File: config.mk
export PLATFORM = sky130hd
export DESIGN_NAME = ldc_device_flat
export DESIGN_NICKNAME = d
export VERILOG_FILES = /design/src/hw/ldc_pkg.sv /design/src/hw/ldc_if.sv /design/src/hw/ldc_duty_pwm.sv /design/src/hw/ldc_device.sv /design/src/flat_wrapper.sv
export SDC_FILE = /design/constraint.sdc
export NUM_CORES = 1
export LEC_CHECK = 0
export BUFFER_PORTS_ARGS = -buffer_cell sky130_fd_sc_hd__buf_2
export CORE_MARGIN = 2
export CORE_UTILIZATION = 55
export CTS_BUF_LIST = sky130_fd_sc_hd__clkbuf_16
export DETAILED_ROUTE_END_ITERATION = 8
export PLACE_DENSITY = 0.85
export RECOVER_POWER = 25
export REMOVE_ABC_BUFFERS = 1
export SYNTH_ARGS = -nofsm -noshare
export SYNTH_HDL_FRONTEND = slang
export SYNTH_SLANG_ARGS = --single-unit
File: constraint.sdc
create_clock -name ref_clk -period 2.7 [get_ports ref_clk]
set_input_delay 0.135 -clock ref_clk [delete_from_list [all_inputs] [get_ports ref_clk]]
set_output_delay 0.135 -clock ref_clk [all_outputs]
set_load 0.05 [all_outputs]
File: src/hw/ldc_pkg.sv
package ldc_pkg;
	// Tri-state mode pin as seen by logic: tied low, left open, tied high.
	localparam logic [1:0] MODE_GND = 2'h0;
	localparam logic [1:0] MODE_FLOAT = 2'h1;
	localparam logic [1:0] MODE_VCC = 2'h2;
	localparam int GROUPS = 4;
	localparam int CHANNELS = 6;
	localparam int BYTE_BITS = 8;
	localparam int FRAME_BITS = 32;
	// Dimming period and analog refresh interval, in divided system clock ticks.
	localparam int PWM_PERIOD = 256;
	localparam int DC_UPDATE_TICKS = 1280;
	localparam logic [8:0] DUTY_FULL = 9'h100;
	localparam logic [8:0] DUTY_MIN_SERIAL = 9'h002;
	// Reference clock and derived counts.
	localparam int REF_CLK_HZ = 100_000_000;
	localparam int SYS_DIV_DEF = 2;
	localparam int EN_LOW_MS = 10;
	localparam int EN_LOW_CYC_DEF = EN_LOW_MS * (REF_CLK_HZ / 1000);
	localparam int SER_HALF_DEF = 4;
	// Controller register byte offsets.
	localparam logic [4:0] REG_CTRL = 5'h00;
	localparam logic [4:0] REG_DIRECT = 5'h04;
	localparam logic [4:0] REG_FRAME = 5'h08;
	localparam logic [4:0] REG_DCLVL = 5'h0C;
	localparam logic [4:0] REG_CMD = 5'h10;
	localparam logic [4:0] REG_STATUS = 5'h14;
	localparam logic [31:0] REG_RST = 32'h0000_0000;
endpackage : ldc_pkg

File: src/hw/ldc_if.sv
`timescale 1ns/10ps
// Dimming pins between controller and driver. A level with its drive bit low is undriven.
interface ldc_if;
	logic [1:0] modeSel;
	logic [3:0] dimLvl;
	logic [3:0] dimDrive;
	logic [31:0] dcCode;
	modport host (output modeSel, output dimLvl, output dimDrive, output dcCode);
	modport dev (input modeSel, input dimLvl, input dimDrive, input dcCode);
endinterface : ldc_if

File: src/hw/ldc_duty_pwm.sv
`timescale 1ns/10ps
module ldc_duty_pwm (
	input wire logic ref_clk,
	input wire logic rst_n,
	input wire logic [7:0] count,
	input wire logic [8:0] duty,
	output logic pwmOn
);
	logic pwmOn_nxt;

	// Nine-bit duty lets a full-scale value keep the output on over the whole period.
	always_comb begin
		pwmOn_nxt = ({1'b0, count} < duty);
	end

	always_ff @(posedge ref_clk or negedge rst_n) begin
		if (!rst_n) begin
			pwmOn <= 1'b0;
		end else begin
			pwmOn <= pwmOn_nxt;
		end
	end
endmodule : ldc_duty_pwm

File: src/hw/ldc_device.sv
// Contract
// - Mode pin grounded selects direct dimming.
// - Mode pin open selects serial dimming.
// - Mode pin high selects DC dimming.
// - Channels 0/1, 2/3 shared; 4, 5 separate.
// - Undriven dimming input reads as off.
// - Direct mode: group on while input high.
// - Host holds each direct pulse 8 us.
// - Serial: A data, B clock, C frame end.
// - Frame bytes map to groups A..D.
// - Capture data on each bit clock rise.
// - Frame-end fall loads all four bytes.
// - Serial duty is (code+1)/256, zero off.
// - Codes one and two give 2/256.
// - Serial period is 256 ticks.
// - Host picks clock near 488 Hz dimming.
// - DC duty linear over input range.
// - DC duties refresh every 1280 ticks.
// - Rail sense at reference starts test.
// - Low drain during test disables channel.
// - Test runs once; disables persist.
// - Enable low 10 ms restarts, clears.
// - Host grounds group D in serial.
// - Cascade clock is half system clock.
//
// The Avalon-MM slave port and the address map were left to the implementer.
`timescale 1ns/10ps
module ldc_device #(
	parameter int SYS_DIV = ldc_pkg::SYS_DIV_DEF,
	parameter int EN_LOW_CYC = ldc_pkg::EN_LOW_CYC_DEF
) (
	input wire logic ref_clk,
	input wire logic rst_n,
	ldc_if.dev link,
	input wire logic enable,
	input wire logic railFbAtRef,
	input wire logic [5:0] drainBelowTest,
	input wire logic faultCapExpired,
	output logic [5:0] chanGate,
	output logic [5:0] chanDisabled,
	output logic [5:0] headroomLoopMask,
	output logic ledTestDone,
	output logic cascadeClk
);
	typedef enum logic [1:0] {LDC_WAIT_RAIL, LDC_TESTING, LDC_RUN} ldc_test_e;

	// Group that drives a given channel.
	function automatic logic [1:0] chanGroup(input int ch);
		if (ch < 2) begin
			chanGroup = 2'h0;
		end else if (ch < 4) begin
			chanGroup = 2'h1;
		end else begin
			chanGroup = 2'(ch - 2);
		end
	endfunction : chanGroup

	// Serial code to duty; codes one and two both land on the two-step floor.
	function automatic logic [8:0] serialDuty(input logic [7:0] code);
		if (code == 8'h00) begin
			serialDuty = 9'h000;
		end else if (code < 8'h03) begin
			serialDuty = ldc_pkg::DUTY_MIN_SERIAL;
		end else begin
			serialDuty = {1'b0, code} + 9'h001;
		end
	endfunction : serialDuty

	// Analog code spans the input range linearly, top code forces full on.
	function automatic logic [8:0] dcDuty(input logic [7:0] code);
		dcDuty = (code == 8'hFF) ? ldc_pkg::DUTY_FULL : {1'b0, code};
	endfunction : dcDuty

	logic [15:0] divCnt_r, divCnt_nxt;
	logic tick_r, tick_nxt;
	logic casc_r, casc_nxt;
	logic [7:0] pwmCnt_r, pwmCnt_nxt;
	logic [10:0] dcCnt_r, dcCnt_nxt;
	logic [3:0] dimIn;

	// Undriven inputs fall to the off state, as a weak pull-down would make them.
	assign dimIn = link.dimLvl & link.dimDrive;

	// System clock divider, cascade clock and shared period counters.
	always_comb begin
		divCnt_nxt = divCnt_r + 16'h0001;
		tick_nxt = 1'b0;
		casc_nxt = casc_r;
		pwmCnt_nxt = pwmCnt_r;
		dcCnt_nxt = dcCnt_r;
		if (divCnt_r == 16'(SYS_DIV - 1)) begin
			divCnt_nxt = 16'h0000;
			tick_nxt = 1'b1;
		end
		if (tick_r) begin
			casc_nxt = ~casc_r;
			pwmCnt_nxt = pwmCnt_r + 8'h01;
			if (dcCnt_r == 11'(ldc_pkg::DC_UPDATE_TICKS - 1)) begin
				dcCnt_nxt = 11'h000;
			end else begin
				dcCnt_nxt = dcCnt_r + 11'h001;
			end
		end
	end

	always_ff @(posedge ref_clk or negedge rst_n) begin
		if (!rst_n) begin
			divCnt_r <= 16'h0000;
			tick_r <= 1'b0;
			casc_r <= 1'b0;
			pwmCnt_r <= 8'h00;
			dcCnt_r <= 11'h000;
		end else begin
			divCnt_r <= divCnt_nxt;
			tick_r <= tick_nxt;
			casc_r <= casc_nxt;
			pwmCnt_r <= pwmCnt_nxt;
			dcCnt_r <= dcCnt_nxt;
		end
	end

	logic serMode;
	logic bclkPrev_r, bclkPrev_nxt;
	logic eofPrev_r, eofPrev_nxt;
	logic [31:0] shift_r, shift_nxt;
	logic [31:0] serByte_r, serByte_nxt;
	logic [31:0] dcByte_r, dcByte_nxt;
	logic [31:0] dcIn;

	assign serMode = (link.modeSel == ldc_pkg::MODE_FLOAT);

	// Undriven analog inputs read as the bottom of the range.
	generate
		for (genvar g = 0; g < ldc_pkg::GROUPS; g++) begin : g_dcin
			assign dcIn[g*8 +: 8] = link.dimDrive[g] ? link.dcCode[g*8 +: 8] : 8'h00;
		end
	endgenerate

	// Serial shifter and frame latch; data A, bit clock B, frame end C.
	// The first byte shifted in ends up in the top byte and feeds group A.
	always_comb begin
		bclkPrev_nxt = dimIn[1];
		eofPrev_nxt = dimIn[2];
		shift_nxt = shift_r;
		serByte_nxt = serByte_r;
		dcByte_nxt = dcByte_r;
		if (serMode && dimIn[1] && !bclkPrev_r) begin
			shift_nxt = {shift_r[30:0], dimIn[0]};
		end
		if (serMode && !dimIn[2] && eofPrev_r) begin
			serByte_nxt = shift_r;
		end
		if (tick_r && dcCnt_r == 11'(ldc_pkg::DC_UPDATE_TICKS - 1)) begin
			dcByte_nxt = dcIn;
		end
	end

	always_ff @(posedge ref_clk or negedge rst_n) begin
		if (!rst_n) begin
			bclkPrev_r <= 1'b0;
			eofPrev_r <= 1'b0;
			shift_r <= 32'h0000_0000;
			serByte_r <= 32'h0000_0000;
			dcByte_r <= 32'h0000_0000;
		end else begin
			bclkPrev_r <= bclkPrev_nxt;
			eofPrev_r <= eofPrev_nxt;
			shift_r <= shift_nxt;
			serByte_r <= serByte_nxt;
			dcByte_r <= dcByte_nxt;
		end
	end

	logic [3:0] groupOn;

	// One duty comparator per group; group A takes the top serial byte and the bottom analog byte.
	generate
		for (genvar g = 0; g < ldc_pkg::GROUPS; g++) begin : g_pwm
			logic [7:0] sByte;
			logic [8:0] duty;
			logic pwmOn;
			assign sByte = serByte_r[31 - g*8 -: 8];
			assign duty = serMode ? serialDuty(sByte) : dcDuty(dcByte_r[g*8 +: 8]);
			ldc_duty_pwm u_pwm (
				.ref_clk(ref_clk),
				.rst_n(rst_n),
				.count(pwmCnt_r),
				.duty(duty),
				.pwmOn(pwmOn)
			);
			always_comb begin
				unique case (link.modeSel)
					ldc_pkg::MODE_GND: groupOn[g] = dimIn[g];
					ldc_pkg::MODE_FLOAT: groupOn[g] = pwmOn;
					ldc_pkg::MODE_VCC: groupOn[g] = pwmOn;
					default: groupOn[g] = 1'b0;
				endcase
			end
		end
	endgenerate

	ldc_test_e state_r, state_nxt;
	logic [5:0] dis_r, dis_nxt;
	logic [19:0] enLow_r, enLow_nxt;
	logic [5:0] gate_nxt;

	// Startup string test and enable-driven restart. A restart wins over everything.
	always_comb begin
		state_nxt = state_r;
		dis_nxt = dis_r;
		enLow_nxt = enable ? 20'h00000 : enLow_r;
		unique case (state_r)
			LDC_WAIT_RAIL: begin
				if (railFbAtRef) begin
					state_nxt = LDC_TESTING;
				end
			end
			LDC_TESTING: begin
				dis_nxt = dis_r | drainBelowTest;
				if (faultCapExpired) begin
					state_nxt = LDC_RUN;
				end
			end
			LDC_RUN: begin
				state_nxt = LDC_RUN;
			end
		endcase
		if (!enable) begin
			if (enLow_r == 20'(EN_LOW_CYC - 1)) begin
				state_nxt = LDC_WAIT_RAIL;
				dis_nxt = 6'h00;
			end else begin
				enLow_nxt = enLow_r + 20'h00001;
			end
		end
	end

	// Channels light only after the test, while enabled and not disabled.
	always_comb begin
		for (int c = 0; c < ldc_pkg::CHANNELS; c++) begin
			gate_nxt[c] = (state_r == LDC_RUN) && enable && !dis_r[c] && groupOn[chanGroup(c)];
		end
	end

	always_ff @(posedge ref_clk or negedge rst_n) begin
		if (!rst_n) begin
			state_r <= LDC_WAIT_RAIL;
			dis_r <= 6'h00;
			enLow_r <= 20'h00000;
			chanGate <= 6'h00;
			chanDisabled <= 6'h00;
			headroomLoopMask <= 6'h3F;
			ledTestDone <= 1'b0;
			cascadeClk <= 1'b0;
		end else begin
			state_r <= state_nxt;
			dis_r <= dis_nxt;
			enLow_r <= enLow_nxt;
			chanGate <= gate_nxt;
			chanDisabled <= dis_nxt;
			headroomLoopMask <= ~dis_nxt;
			ledTestDone <= (state_nxt == LDC_RUN);
			cascadeClk <= casc_nxt;
		end
	end
endmodule : ldc_device

File: src/flat_wrapper.sv
// flat-port wrapper written by rule: the top's interface ports become plain ports
module ldc_device_flat 
#(
	parameter int SYS_DIV = ldc_pkg::SYS_DIV_DEF,
	parameter int EN_LOW_CYC = ldc_pkg::EN_LOW_CYC_DEF
)
  (ref_clk, rst_n, enable, railFbAtRef, drainBelowTest, faultCapExpired, chanGate, chanDisabled, headroomLoopMask, ledTestDone, cascadeClk, link_modeSel, link_dimLvl, link_dimDrive, link_dcCode);
  ldc_if link_i ();
  input wire logic ref_clk;
  input wire logic rst_n;
  input wire logic enable;
  input wire logic railFbAtRef;
  input wire logic [5:0] drainBelowTest;
  input wire logic faultCapExpired;
  output logic [5:0] chanGate;
  output logic [5:0] chanDisabled;
  output logic [5:0] headroomLoopMask;
  output logic ledTestDone;
  output logic cascadeClk;
  input wire logic [$bits(link_i.modeSel)-1:0] link_modeSel;
  input wire logic [$bits(link_i.dimLvl)-1:0] link_dimLvl;
  input wire logic [$bits(link_i.dimDrive)-1:0] link_dimDrive;
  input wire logic [$bits(link_i.dcCode)-1:0] link_dcCode;
  assign link_i.modeSel = link_modeSel;
  assign link_i.dimLvl = link_dimLvl;
  assign link_i.dimDrive = link_dimDrive;
  assign link_i.dcCode = link_dcCode;
  ldc_device #(.SYS_DIV(SYS_DIV), .EN_LOW_CYC(EN_LOW_CYC)) u_core (.ref_clk(ref_clk), .rst_n(rst_n), .link(link_i), .enable(enable), .railFbAtRef(railFbAtRef), .drainBelowTest(drainBelowTest), .faultCapExpired(faultCapExpired), .chanGate(chanGate), .chanDisabled(chanDisabled), .headroomLoopMask(headroomLoopMask), .ledTestDone(ledTestDone), .cascadeClk(cascadeClk));
endmodule
==> out/results.txt <==
Status: finished, violations left
Failing checks: capacitance limit, slew limit
Vias in the first global route: 7021
Top-count cell post-synth: dfrtp_1
Worst Hold End: u_core.dcByte_r[16]
YS warnings: 0
Pleak: 5.07 nW
Worst Path Arrival: 2.90 ns
Ys flop type: dfrtp_1
Routed Antenna Nets: 0
Fin Clk Skew: 0.00936 ns
WS Path Type: reg2reg
Routed wire length: 20800 um
Cell Area, Synth: 9220 sq um
Max-cap violations: 1
Share of layout cells above drive strength 1: 18.8%
Dpl ws: 0.0834 ns
Fillers: 1227
GR Util All Layers: 24.0%
Internal power: 4.39 mW
Post-DP HPWL: 13600 um
Leading area contributor after synthesis: dfrtp_1
Clock Power Share: 41.9%
Gr ovfl total: 0
Cts bufs inserted: 17
Final Slew Violations: 64
Cells after DPL: 1154
Final WS setup: 0.150 ns
First-pass GRT wire length: 34300 um
Pwr Total: 5.74 mW
Gate power share: 9.1%
Iter 0 DRT Violations: 630
Post-synth top cells: dfrtp_1 (174), nand2_1 (110), mux2_2 (62), o21ai_0 (60), ha_1 (46)
Skew-Pair Late Insertion Delay: 0.43 ns
Pre-antenna DRT Iters: 7
Synth Register Bits: 180
Final net count: 1093
Final critical-path share of the clock period: 94.4%
RR Endpoint: u_core.g_pwm[0].u_pwm.pwmOn
R2R depth: 11
Chip Height: 133 um
Die ar.: 17800 sq um
Worst vdd ir: 466 uV
Clock Tree Buf Depth: 2
Placer congestion estimate: 0.890
Avg Cell Area, Syn: 10.4 sq um
H-tree depth: 4
Seq/Total Area, Yosys: 48.9%
# diodes: 0
Root buf cell: clkbuf_16
I/O Pins: 73
Post-synth top area share: 47.2%
DRC: 0
Minimum period implied by the final worst setup slack: 2.55 ns
Worst hold start: link_dimDrive[2]
Layout area overhead: 17.6%
Main area contributors after synthesis: dfrtp_1 (47%), mux2_2 (7.6%), ha_1 (6.2%), nand2_1 (4.5%), o21ai_0 (3.3%)
Initial antenna violation count: 0
Post-synthesis mux area share: 7.68%
Worst Setup Start Kind: register
Syn Inst Count: 884
Avg WL per Cell: 16.9 um
Synth Area in Simple Gates: 18.0%
Hold WS: 0.0192 ns
Worst setup EP type: register
IO Port Bufs: 72
Clock-pin transition on the worst setup and hold timing paths: 0.06 ns
Critical Path RT: 3.05 ns
Hold path depth: 3
FMAX: 0.392 GHz
Placed inst area: 9850 sq um
Fraction of power consumed by sequential logic: 49.0%
Distinct cell type count after synthesis: 57
Final setup fails: 0
Switching share of power: 23.6%
Clock tree sinks: 180
Worst flop-to-flop path startpoint: u_core.serByte_r[24]
Largest family of logic cells by synthesized area: simple AND/OR/NAND/NOR gates
EDFF count, synth: 0
Slew HR: -4.50%
CTS tree: built
Share of flip-flops with an asynchronous set or reset: 100%
Register Area: 4510 sq um
CP Max Fanout: 6
Non-Filler Instances: 1227
Fin. Hold Viols: 0
PwrDens: 530 nW/um^2
Fin area: 10800 sq um
Initial Util: 56.0%
XOR/XNOR Fraction of Synth Area: 5.22%
Die width: 133 um
Via count: 7183
Worst Max-Slew Pin Slew: 1.57 ns
Synth Area in Compound Gates: 11.5%
Post-synthesis adder-cell area fraction: 6.24%
NetSw: 1.35 mW
Vias per inst: 5.85
Pin count of the biggest net entering global routing: 66
Area of the multi-input gates: 4530 sq um
Placeable Area: 16500 sq um
Worst Hold Class: in2reg
RSZ-0062 raised after global routing: false
R2r setup slk: 0.15 ns
Rows: 47
## layout by cell type (no fill, tap or decap), types with 5 or more instances in the layout
cell type	n
dfrtp_1	173
nand2_1	110
buf_2	71
mux2_2	62
o21ai_0	60
ha_1	45
nor2_1	40
dlygate4sd3_1	40
nand3_1	36
xnor2_1	32
a21oi_1	31
inv_1	29
nand4_1	27
xor2_1	23
nor3_1	20
and3_1	17
clkbuf_16	17
nor2b_1	14
a2bb2oi_1	14
nor4_1	9
a21o_1	9
buf_4	9
and4_1	8
a32oi_1	7
nor4b_1	6
dfstp_2	6
a22oi_1	5
o211ai_1	5
a221o_1	5
nand2b_1	5
## power by group through the flow
stage | sequential [mW] | combinational, mW | clock [mW]
finish | 2.81 | 0.524 | 2.40
CTS | 2.81 | 0.524 | 2.43
global placement | 2.86 | 0.440 | 0
global route | 2.82 | 0.584 | 2.54
floorplan | 2.86 | 0.246 | 0
detailed placement | 2.86 | 0.474 | 0
## area by class of cell
cell class	instances	area share, %
clock inverters	15	1.29
well taps	220	2.54
clock buffers	17	3.92
multi-input cells	649	41.8
repair buffers	125	8.11
inverters	21	0.727
flip-flops and latches	180	41.6
## metrics by stage
stage	setup TNS (ns)	util [%]
finish	0	65.8
CTS	0	65.7
detailed placement	0	59.8
global route	0	65.8
global placement	0	59.8
floorplan	-6.01	-
## routing by layer
metal  global-route usage (%)  vias to the layer above  wire length (um)
met1                     32.2                     3508              9230
met2                     39.9                      223             10100
li1                         -                     3418                 -
met5                        0                        -                 0
met4                     7.98                        0               456
met3                     4.30                       34              1020
## how the worst max path moves through the flow
stage	from	end
global placement	u_core.serByte_r[7]	u_core.g_pwm[3].u_pwm.pwmOn
CTS	u_core.serByte_r[7]	u_core.g_pwm[3].u_pwm.pwmOn
finish	u_core.serByte_r[24]	u_core.g_pwm[0].u_pwm.pwmOn
global route	u_core.serByte_r[6]	u_core.g_pwm[3].u_pwm.pwmOn
detailed placement	u_core.serByte_r[6]	u_core.g_pwm[3].u_pwm.pwmOn
floorplan	link_modeSel[1]	u_core.serByte_r[10]
## flip-flops by register name, indices dropped and copies added (netlist names), 6 cells and up
register	count
u_core.divCnt_r	16
u_core.dcCnt_r	11
u_core.headroomLoopMask	6
u_core.shift_r	32
u_core.enLow_r	20
u_core.pwmCnt_r	8
u_core.serByte_r	32
u_core.chanDisabled	6
u_core.dcByte_r	32
u_core.chanGate	6
## repair_timing
action,4_1_cts,5_1_grt
endpoints found under the hold margin,98,0
endpoints found under the setup margin,0,2
hold buffers,40,0
buffers inserted,0,1
gates resized for setup,0,7
## cell families (layout without fill, tap and decap cells)
group                    Yosys count  after routing
AND/OR/NAND/NOR                  321            321
AO/OA/AOI/OAI                    164            164
multiplexers                      63             63
XOR/XNOR                          55             55
buffers and inverters             55            178
flip-flops                       180            180
adder cells (fa/ha/maj)           46             46
## critical path: stages (launching register included)
cell	delay, ns
dfrtp_2	0.42
inv_1	0.07
ha_1	0.21
nand2b_1	0.16
nand3_1	0.10
nand2_1	0.12
a2bb2oi_2	0.19
ha_1	0.34
a21oi_2	0.18
o21ai_0	0.14
a221o_1	0.37
o211ai_1	0.17
(Power assumes the default switching activity.)
